===== config.mk =====
export PLATFORM = sky130hd
export DESIGN_NAME = mpp_dev_flat
export DESIGN_NICKNAME = d
export VERILOG_FILES = /design/src/mpp_pkg.sv /design/src/mpp_link_if.sv /design/src/mpp_dev.sv /design/src/flat_wrapper.sv
export SDC_FILE = /design/constraint.sdc
export NUM_CORES = 1
export LEC_CHECK = 0
export ABC_AREA = 0
export ABC_CLOCK_PERIOD_IN_PS = 5000
export BUFFER_PORTS_ARGS = -buffer_cell sky130_fd_sc_hd__buf_2
export CAP_MARGIN = 20
export CORE_MARGIN = 10
export CORE_UTILIZATION = 50
export DETAILED_ROUTE_END_ITERATION = 10
export GPL_TIMING_DRIVEN = 0
export PLACE_DENSITY = 0.69
export SYNTH_ARGS = -nofsm -noshare
export SYNTH_HDL_FRONTEND = slang
export SYNTH_SLANG_ARGS = --single-unit

===== constraint.sdc =====
create_clock -name ref_clk -period 5 [get_ports ref_clk]
set_input_delay 0 -clock ref_clk [delete_from_list [all_inputs] [get_ports ref_clk]]
set_output_delay 0 -clock ref_clk [all_outputs]
set_load 0.05 [all_outputs]

===== src/mpp_pkg.sv =====
// mpp_pkg: constants, types and crc helper shared by both link ends
// assumes a single 25 MHz clock on both ends
package mpp_pkg;
    // clock and link timing
    localparam int CLK_NS       = 40;
    localparam int FAST_BIT_NS  = 12500;   // 80 kbps
    localparam int SLOW_BIT_NS  = 31250;   // 32 kbps
    localparam int NOM_BIT_NS   = 14300;   // 70 kbps
    localparam int DRIFT_PCT    = 11;
    localparam int BIT_MIN_CYC  = FAST_BIT_NS * (100 - DRIFT_PCT) / 100 / CLK_NS;
    localparam int SYNC_LIM_CYC = SLOW_BIT_NS * (100 + DRIFT_PCT) * 3 / 200 / CLK_NS;
    localparam int RESP_DLY_NS  = 50000;
    localparam int RESP_MAX_NS  = 150000;
    localparam int RESP_DLY_CYC = RESP_DLY_NS / CLK_NS;
    localparam int RESP_TO_CYC  = RESP_MAX_NS / CLK_NS + 1;
    localparam int PGM_SETUP_NS = 40000;
    localparam int PGM_SETUP_CYC = (PGM_SETUP_NS + CLK_NS - 1) / CLK_NS;
    localparam int ACC_MS       = 8;
    localparam int ACC_CYC      = ACC_MS * 1000000 / CLK_NS;
    localparam int ACC_W        = 18;
    localparam int CNT_W        = 12;
    // frame layout
    localparam int ADDR_W    = 6;
    localparam int DATA_W    = 30;
    localparam int USER_W    = 24;
    localparam int RD_BITS   = 10;         // rw, address, crc
    localparam int WR_BITS   = 40;         // rw, address, data, crc
    localparam int RESP_BITS = 35;         // sync, data, crc
    localparam int GAP_BITS  = 2;
    localparam int SPACE_BIT = 5;
    localparam logic SPACE_EE = 1'b0;
    localparam logic [2:0] CRC_INIT = 3'h7;
    localparam logic [ADDR_W-1:0] ACC_ADDR = 6'h24;
    localparam logic [DATA_W-1:0] ACC_DATA = 30'h27811f77;
    localparam int FIFO_D    = 8;
    localparam int FIFO_W    = 1 + ADDR_W + USER_W;

    typedef logic [ADDR_W-1:0] mpp_addr_t;
    typedef logic [DATA_W-1:0] mpp_word_t;
    typedef logic [USER_W-1:0] mpp_user_t;

    // crc x3+x+1 over the low n bits of d, msb first, preset 111
    function automatic logic [2:0] mpp_crc(input logic [36:0] d, input int n);
        logic [2:0] c;
        logic       fb;
        c = CRC_INIT;
        for (int i = 36; i >= 0; i--)
        begin
            if (i < n)
            begin
                fb = c[2] ^ d[i];
                c  = {c[1], c[0] ^ fb, fb};
            end
        end
        return c;
    endfunction
endpackage


===== src/mpp_link_if.sv =====
// mpp_link_if: the supply line and the two-way sensor output pin
// assumes the output pin is pulled high while nobody drives it
`timescale 1ns/1ps
`default_nettype none
interface mpp_link_if;
    logic supply_line;   // 1 = coded high level, 0 = coded low level
    logic sout_o;
    logic sout_oe;
    logic sout_line;

    // pin level resolved from the device enable, pull-up otherwise
    assign sout_line = sout_oe ? sout_o : 1'b1;

    modport dev (input supply_line, output sout_o, output sout_oe);
    modport ctl (output supply_line, input sout_line);
endinterface
`default_nettype wire


===== src/mpp_dev.sv =====
// mpp_dev: sensor end of the manchester program port, plus its write fifo
// assumes supply_line is asynchronous and ref_clk is 25 MHz
//
// Behaviour
// - one is falling mid edge, zero rising
// - frame opens with two zero sync bits
// - direction bit zero writes, one reads
// - six bit address follows direction bit
// - address bit five low selects eeprom
// - write data field thirty bits, 24 used
// - three bit crc closes every frame
// - read command has no data field
// - controller sends access code within 8 ms
// - decode any rate from 32 to 80 kbps
// - 70 kbps bit lasts 13.6 to 15 us
// - tolerate eleven percent drift inside a frame
// - two bit gap after register write
// - two bit gap after second program pulse
// - two bit gap after read response
// - response starts 50 us minus quarter bit
// - 40 us before an eeprom program pulse
// - supply held normal until first sync
// - supply back to normal within 15 us
// - crc preset 111, bad crc frame ignored
// - address and data sent msb first
// - no access code by deadline locks port
// - response is sync, thirty data bits, crc
`timescale 1ns/1ps
`default_nettype none
module mpp_fifo #(
    parameter int W = 8,
    parameter int D = 8
) (
    // clock and reset
    input  wire logic         ref_clk,
    input  wire logic         rst_n,
    // filling side
    input  wire logic         in_valid,
    output logic              in_ready,
    input  wire logic [W-1:0] in_data,
    // draining side
    output logic              out_valid,
    input  wire logic         out_ready,
    output logic [W-1:0]      out_data
);
    typedef struct packed {
        logic [D-1:0][W-1:0] mem;
        logic [D-1:0]        vld;
    } mpp_fifo_state_t;

    mpp_fifo_state_t s;
    mpp_fifo_state_t next_s;

    // shift register queue: entry 0 is the head, so outputs are flops
    always_comb
    begin
        logic done;
        next_s = s;
        done   = 1'b0;
        if (s.vld[0] && out_ready)
        begin
            next_s.mem = s.mem >> W;
            next_s.vld = s.vld >> 1;
        end
        if (in_valid && !s.vld[D-1])
        begin
            for (int i = 0; i < D; i++)
            begin
                if (!done && !next_s.vld[i])
                begin
                    next_s.mem[i] = in_data;
                    next_s.vld[i] = 1'b1;
                    done          = 1'b1;
                end
            end
        end
    end

    always_ff @(posedge ref_clk or negedge rst_n)
    begin
        if (!rst_n)
            s <= '0;
        else
            s <= next_s;
    end

    assign in_ready  = !s.vld[D-1];   // full only when the last slot holds data
    assign out_valid = s.vld[0];
    assign out_data  = s.mem[0];
endmodule

module mpp_dev
    import mpp_pkg::*;
#(
    parameter int ACC_LIM = ACC_CYC
) (
    // clock and reset
    input  wire logic          ref_clk,
    input  wire logic          rst_n,
    // link
    mpp_link_if.dev            link,
    // read requests and their data
    output logic               rd_req,
    output mpp_pkg::mpp_addr_t rd_addr,
    output logic               rd_eeprom,
    input  wire mpp_pkg::mpp_word_t rd_data,
    // accepted writes
    output logic               wr_valid,
    input  wire logic          wr_ready,
    output mpp_pkg::mpp_addr_t wr_addr,
    output mpp_pkg::mpp_user_t wr_data,
    output logic               wr_eeprom,
    output logic               wr_lost,
    // access state
    output logic               access_granted,
    output logic               access_locked
);
    import mpp_pkg::*;

    typedef enum logic [4:0] {
        D_IDLE = 5'h01,
        D_SYNC = 5'h02,
        D_BITS = 5'h04,
        D_WAIT = 5'h08,
        D_SEND = 5'h10
    } mpp_dst_t;

    typedef struct packed {
        mpp_dst_t             st;
        logic                 s1;
        logic                 s2;
        logic                 s3;
        logic [CNT_W-1:0]     cnt;
        logic [CNT_W-1:0]     bit_period;
        logic [1:0]           nedge;
        logic [5:0]           nbit;
        logic [WR_BITS-1:0]   sh;
        logic [RESP_BITS-1:0] resp;
        logic                 ph;
        logic [ACC_W-1:0]     acc_cnt;
        logic                 granted;
        logic                 locked;
        logic                 rd_req;
        mpp_addr_t            rd_addr;
        logic                 rd_eeprom;
        logic                 push;
        logic [FIFO_W-1:0]    pdata;
        logic                 wr_lost;
        logic                 out_o;
        logic                 out_oe;
    } mpp_dev_state_t;

    mpp_dev_state_t    s;
    mpp_dev_state_t    next_s;
    logic              edge_seen;
    logic              rd_ok;
    logic              wr_ok;
    logic              fifo_rdy;
    logic [FIFO_W-1:0] fifo_q;
    mpp_addr_t         ra;
    mpp_addr_t         wa;
    mpp_word_t         wd;

    // field decode of the shift register, msb first
    assign edge_seen = s.s2 ^ s.s3;
    assign ra = s.sh[8:3];
    assign wa = s.sh[38:33];
    assign wd = s.sh[32:3];
    assign rd_ok = (s.nbit == 6'(RD_BITS)) && s.sh[RD_BITS-1]
        && (mpp_crc({30'h0, s.sh[9:3]}, 7) == s.sh[2:0]);
    assign wr_ok = (s.nbit == 6'(WR_BITS)) && !s.sh[WR_BITS-1]
        && (mpp_crc(s.sh[39:3], 37) == s.sh[2:0]);

    // receive, validate, answer and police the access deadline
    always_comb
    begin
        next_s         = s;
        next_s.s1      = link.supply_line;
        next_s.s2      = s.s1;
        next_s.s3      = s.s2;
        next_s.rd_req  = 1'b0;
        next_s.push    = 1'b0;
        next_s.wr_lost = 1'b0;
        if (!s.granted && !s.locked)
        begin
            if (s.acc_cnt == ACC_LIM[ACC_W-1:0])
                next_s.locked = 1'b1;
            else
                next_s.acc_cnt = s.acc_cnt + 1'b1;
        end
        unique case (s.st)
            D_IDLE:
            begin
                if (edge_seen && s.s3)
                begin
                    next_s.st    = D_SYNC;
                    next_s.cnt   = '0;
                    next_s.nedge = '0;
                end
            end
            D_SYNC:
            begin
                next_s.cnt = s.cnt + 1'b1;
                if (s.cnt == CNT_W'(SYNC_LIM_CYC))
                    next_s.st = D_IDLE;
                else if (edge_seen)
                begin
                    // zero sync bits: rising, falling, rising
                    if (s.s2 != (s.nedge != 2'h1))
                        next_s.st = D_IDLE;
                    else if (s.nedge == 2'h0)
                        next_s.nedge = 2'h1;
                    else if (s.nedge == 2'h1)
                    begin
                        // the count starts one cycle after the first fall, so add it back
                        next_s.bit_period  = s.cnt + 1'b1;
                        next_s.nedge = 2'h2;
                        if (s.cnt < CNT_W'(BIT_MIN_CYC))
                            next_s.st = D_IDLE;
                    end
                    else
                    begin
                        next_s.st   = D_BITS;
                        next_s.cnt  = '0;
                        next_s.nbit = '0;
                    end
                end
            end
            D_BITS:
            begin
                next_s.cnt = s.cnt + 1'b1;
                // boundary edges fall before three quarters of a bit
                if (edge_seen && s.cnt >= s.bit_period - (s.bit_period >> 2))
                begin
                    next_s.sh  = {s.sh[WR_BITS-2:0], s.s3};
                    next_s.cnt = '0;
                    if (s.nbit != 6'h3f)
                        next_s.nbit = s.nbit + 1'b1;
                end
                else if (s.cnt >= s.bit_period + (s.bit_period >> 1))
                begin
                    next_s.st = D_IDLE;
                    if (wr_ok)
                    begin
                        if (wa == ACC_ADDR && wd == ACC_DATA && !s.locked)
                            next_s.granted = 1'b1;
                        else if (s.granted)
                        begin
                            next_s.push    = fifo_rdy;
                            next_s.wr_lost = !fifo_rdy;
                            next_s.pdata   = {wa[SPACE_BIT] == SPACE_EE, wa,
                                              wd[USER_W-1:0]};
                        end
                    end
                    else if (rd_ok && s.granted)
                    begin
                        next_s.rd_req    = 1'b1;
                        next_s.rd_addr   = ra;
                        next_s.rd_eeprom = ra[SPACE_BIT] == SPACE_EE;
                        next_s.st        = D_WAIT;
                        next_s.cnt       = '0;
                    end
                end
            end
            D_WAIT:
            begin
                next_s.cnt = s.cnt + 1'b1;
                if (s.cnt == CNT_W'(RESP_DLY_CYC) - (s.bit_period >> 2))
                begin
                    next_s.resp = {2'b00, rd_data,
                                   mpp_crc({7'h0, rd_data}, DATA_W)};
                    next_s.st   = D_SEND;
                    next_s.cnt  = '0;
                    next_s.nbit = '0;
                    next_s.ph   = 1'b0;
                end
            end
            D_SEND:
            begin
                next_s.cnt = s.cnt + 1'b1;
                if (s.cnt == (s.bit_period >> 1) - 1'b1)
                begin
                    next_s.cnt = '0;
                    next_s.ph  = !s.ph;
                    if (s.ph)
                    begin
                        next_s.resp = s.resp << 1;
                        next_s.nbit = s.nbit + 1'b1;
                        if (s.nbit == 6'(RESP_BITS - 1))
                            next_s.st = D_IDLE;
                    end
                end
            end
        endcase
        // first half carries the bit, second half its inverse
        next_s.out_oe = next_s.st == D_SEND;
        next_s.out_o  = next_s.ph ^ next_s.resp[RESP_BITS-1];
    end

    always_ff @(posedge ref_clk or negedge rst_n)
    begin
        if (!rst_n)
        begin
            s       <= '0;
            s.st    <= D_IDLE;
            s.s1    <= 1'b1;
            s.s2    <= 1'b1;
            s.s3    <= 1'b1;
            s.out_o <= 1'b1;
        end
        else
            s <= next_s;
    end

    // accepted writes queue up for the memory side
    mpp_fifo #(
        .W (FIFO_W),
        .D (FIFO_D)
    ) u_wr_fifo (
        .ref_clk   (ref_clk),
        .rst_n     (rst_n),
        .in_valid  (s.push),
        .in_ready  (fifo_rdy),
        .in_data   (s.pdata),
        .out_valid (wr_valid),
        .out_ready (wr_ready),
        .out_data  (fifo_q)
    );

    // outputs
    assign wr_eeprom      = fifo_q[FIFO_W-1];
    assign wr_addr        = fifo_q[USER_W +: ADDR_W];
    assign wr_data        = fifo_q[USER_W-1:0];
    assign wr_lost        = s.wr_lost;
    assign rd_req         = s.rd_req;
    assign rd_addr        = s.rd_addr;
    assign rd_eeprom      = s.rd_eeprom;
    assign access_granted = s.granted;
    assign access_locked  = s.locked;
    assign link.sout_o    = s.out_o;
    assign link.sout_oe   = s.out_oe;
endmodule
`default_nettype wire


===== src/flat_wrapper.sv =====
// flat-port wrapper written by rule: the top's interface ports become plain ports
module mpp_dev_flat import mpp_pkg::*;
#(
    parameter int ACC_LIM = ACC_CYC
)
  (ref_clk, rst_n, rd_req, rd_addr, rd_eeprom, rd_data, wr_valid, wr_ready, wr_addr, wr_data, wr_eeprom, wr_lost, access_granted, access_locked, link_supply_line, link_sout_o, link_sout_oe);
  mpp_link_if link_i ();
  input  wire logic ref_clk;
  input  wire logic rst_n;
  output logic rd_req;
  output mpp_pkg::mpp_addr_t rd_addr;
  output logic rd_eeprom;
  input  wire mpp_pkg::mpp_word_t rd_data;
  output logic wr_valid;
  input  wire logic wr_ready;
  output mpp_pkg::mpp_addr_t wr_addr;
  output mpp_pkg::mpp_user_t wr_data;
  output logic wr_eeprom;
  output logic wr_lost;
  output logic access_granted;
  output logic access_locked;
  input wire logic [$bits(link_i.supply_line)-1:0] link_supply_line;
  output wire logic [$bits(link_i.sout_o)-1:0] link_sout_o;
  output wire logic [$bits(link_i.sout_oe)-1:0] link_sout_oe;
  assign link_i.supply_line = link_supply_line;
  assign link_sout_o = link_i.sout_o;
  assign link_sout_oe = link_i.sout_oe;
  mpp_dev #(.ACC_LIM(ACC_LIM)) u_core (.ref_clk(ref_clk), .rst_n(rst_n), .link(link_i), .rd_req(rd_req), .rd_addr(rd_addr), .rd_eeprom(rd_eeprom), .rd_data(rd_data), .wr_valid(wr_valid), .wr_ready(wr_ready), .wr_addr(wr_addr), .wr_data(wr_data), .wr_eeprom(wr_eeprom), .wr_lost(wr_lost), .access_granted(access_granted), .access_locked(access_locked));
endmodule

==> summary.txt <==
Status = finished with violations
Failing checks = setup timing
Post-synth EDFFs = 0
Internal power = 6671 uW
Clk pwr share = 0.345
Yosys top cell area share = 0.4740
Drt pass-1 iters = 5
Final WL = 53920 um
Pwr dens = 371.6 nW/um2
Core Rows = 78
Die Ht = 233.1 um
Syn nets = 2534
Top cells by count, synth = nand2_1, dfrtp_1, nor2_1
Number of I/O pins = 79
Initial antenna violation count = 0
Combinational share of power = 0.269
DRC Markers = 0
Critical Path RT = 5460 ps
Final Wtd Congestion = 0.8903
RSZ-0062 raised after global routing = true
Sequential area share after synthesis = 0.4798
Slack of the worst reg-to-reg path = -20 ps
NumNets Final = 2716
Share of cells above drive strength 1 = 0.1255
Final setup margin = -22.14 ps
FF-to-FF End = u_core.s[17]
Critical path arrival = 5480 ps
WL per Instance = 16.61 um
Initial Util = 0.5035
HPWL Detailed = 39010 um
Mapped Cells = 2427
Worst skew pair latency = 590 ps
Count leader, synth = nand2_1
#FFs+latches synth = 435
Hold Fails Final Rpt = 0
R2r startpoint = u_core.s[148]
Final Critical Period = 5022 ps
# H-tree levels = 2
Switch share = 0.3118
Final setup TNS = -184.9 ps
Max Transition Viols Final = 0
Worst-Margin Slew = 1012 ps
Clock tree buffer depth = 3
Final worst-path cycle share = 1.004
Critical path's slowest cell = a2111o_2
Critical path launch point type = flop
Max Clk Rate = 199.1 MHz
Core Region = 45090 um2
Async S/R FF share, synth = 1.000
First-pass GRT wire length = 89020 um
Clk Tree Root Cell = clkbuf_16
Largest net degree at the start of global routing = 126
Synth top area cells = dfrtp_1, nand2_1, xnor2_1
CP cell instances = buf_6, fa_2, a21o_1, a21oi_2, o21bai_1, a21oi_2, o21bai_1, a21oi_2, buf_4, buf_4, buf_4, xnor2_1, ha_1, nand4_1, a21oi_1, a221o_1, and3_4, nand4b_1, or3_1, a2111o_2, buf_6, mux2_1
CP delay by family, top = compound AO/OA/AOI/OAI gates
Gr ovfl total = 0
Routed Antenna Nets = 0
Number of clock sinks = 435
Number of synthesis warnings = 0
Worst path bufs/invs = 5
Max stage delay on crit path = 600 ps
Via density = 5.388
# setup viols final = 14
DIE AREA = 54320 um2
CTS tree = yes
FF-to-FF path depth = 22
Top FF cell, synth = dfrtp_1
Flop pwr share = 0.386
Pre-CTS setup slack = -695.5 ps
Cell Area, Synth = 22700 um2
Antenna diode count = 0
CP Class = reg2reg
Syn Area/Cell = 9.353 um2
Clock skew = 17.57 ps
Worst vdd ir = 0.2818 mV
Max_cap viols = 0
Die width = 233.1 um
Port Buffers = 78
Global Route Usage Sum = 0.1975
Leak = 0.01289 uW
Vias in the first global route = 17510
Area grow syn2layout = 14.89%
Cts bufs inserted = 47
Post-synth top area cell = dfrtp_1
Hold Path Class = in2async
P_sw = 3022 uW
Critical Path End Type = flop
Vias = 17490
Slew Limit Headroom = 0.3234
Synth cell types = 74
CTS clk-pin slew, worst paths = 60 ps
DR iter-0 viols = 1301
Maximum fanout along the worst path = 10
==> placed cells by master, fill, tap and decap left out, types with 33 or more instances in the layout <==
| cell | n |
|---|---|
| a21oi_1 | 52 |
| a22oi_1 | 33 |
| a31oi_1 | 137 |
| buf_2 | 86 |
| buf_4 | 52 |
| clkbuf_1 | 166 |
| clkbuf_16 | 48 |
| dfrtp_1 | 426 |
| dlygate4sd3_1 | 33 |
| ha_1 | 70 |
| inv_1 | 50 |
| mux2_2 | 48 |
| mux2i_1 | 96 |
| nand2_1 | 534 |
| nand3_1 | 36 |
| nor2_1 | 175 |
| o21ai_0 | 152 |
| xnor2_1 | 130 |
| xor2_1 | 35 |
==> registers in the layout, summed over array words and instances, names as in the netlist, 2 cells and up <==
register / cells
u_core.next_s: 2
u_core.ra: 6
u_core.rd_addr: 6
u_core.s: 158
u_core.u_wr_fifo.out_data: 31
u_core.u_wr_fifo.s: 224
==> routing by layer <==
metal,vias up,GRT usage,share of wire
met4,0,0.05802,0.023
li1,8604,-,-
met3,87,0.03324,0.046
met5,-,0,0
met1,8432,0.2439,0.43
met2,365,0.3481,0.50
==> per-stage QoR <==
| stage | utilization | hold WS, ps | instances | power, uW | cell area (um2) |
|---|---|---|---|---|---|
| after floorplan | - | -295.6 | 2427 | 5612 | 22700 |
| after global placement | 0.5288 | 108.7 | 3105 | 6105 | 23840 |
| after detailed placement | 0.5309 | 60.94 | 3109 | 6175 | 23940 |
| after CTS | 0.5751 | 23.68 | 3241 | 9670 | 25930 |
| after global routing | 0.5784 | 60.31 | 3246 | 10240 | 26080 |
| final | 0.5784 | 8.550 | 3246 | 9693 | 26080 |
==> worst max path at each step <==
stage / startpoint / endpoint / slack, ps / cells after the start
2_1_floorplan: u_core.s[148] / u_core.s[10] / 330 / 21
3_3_place_gp: rst_n / u_core.s[87] / -4420 / 1
3_5_place_dp: u_core.s[149] / u_core.s[163] / -700 / 22
4_1_cts: u_core.s[148] / u_core.s[9] / 20 / 21
5_1_grt: u_core.s[148] / u_core.s[17] / -180 / 21
6_report: u_core.s[148] / u_core.s[17] / -20 / 22
==> final cells by class <==
cell class / count / area [um2]
plain buffers: 206 / 955.9
clock buffers: 73 / 1375
clock inverters: 13 / 110.1
fillers: 3930 / 19010
inverters: 52 / 195.2
multi-input cells: 1734 / 10830
flip-flops and latches: 435 / 10900
well taps: 600 / 750.7
repair buffers: 133 / 964.7
==> power groups by stage <==
stage	Combinational (uW)	Sequential [uW]	Clock, uW
floorplan	1850	3760	0
global placement	2300	3800	0
detailed placement	2370	3810	0
CTS	2540	3740	3400
global route	2940	3750	3550
finish	2610	3740	3340
==> kinds of logic (layout without fill, tap and decap cells) <==
family / count (synthesis) / count (layout) / share of synthesized area
XOR/XNOR: 168 / 168 / 0.06664
flip-flops: 435 / 435 / 0.4798
AND/OR/NAND/NOR: 865 / 865 / 0.1612
multiplexers: 173 / 173 / 0.08053
adder cells (fa/ha/maj): 73 / 73 / 0.04090
buffers and inverters: 258 / 477 / 0.04944
AO/OA/AOI/OAI: 455 / 455 / 0.1215
==> repair_timing <==
item / CTS / global route
resized for setup: 33 / 36
hold buffers: 33 / 0
pin swaps: 10 / 5
setup endpoints to repair: 96 / 91
buffers inserted: 11 / 5
cloned: 2 / 0
endpoints found under the hold margin: 135 / 0
Power figures use the tool's default switching activity.
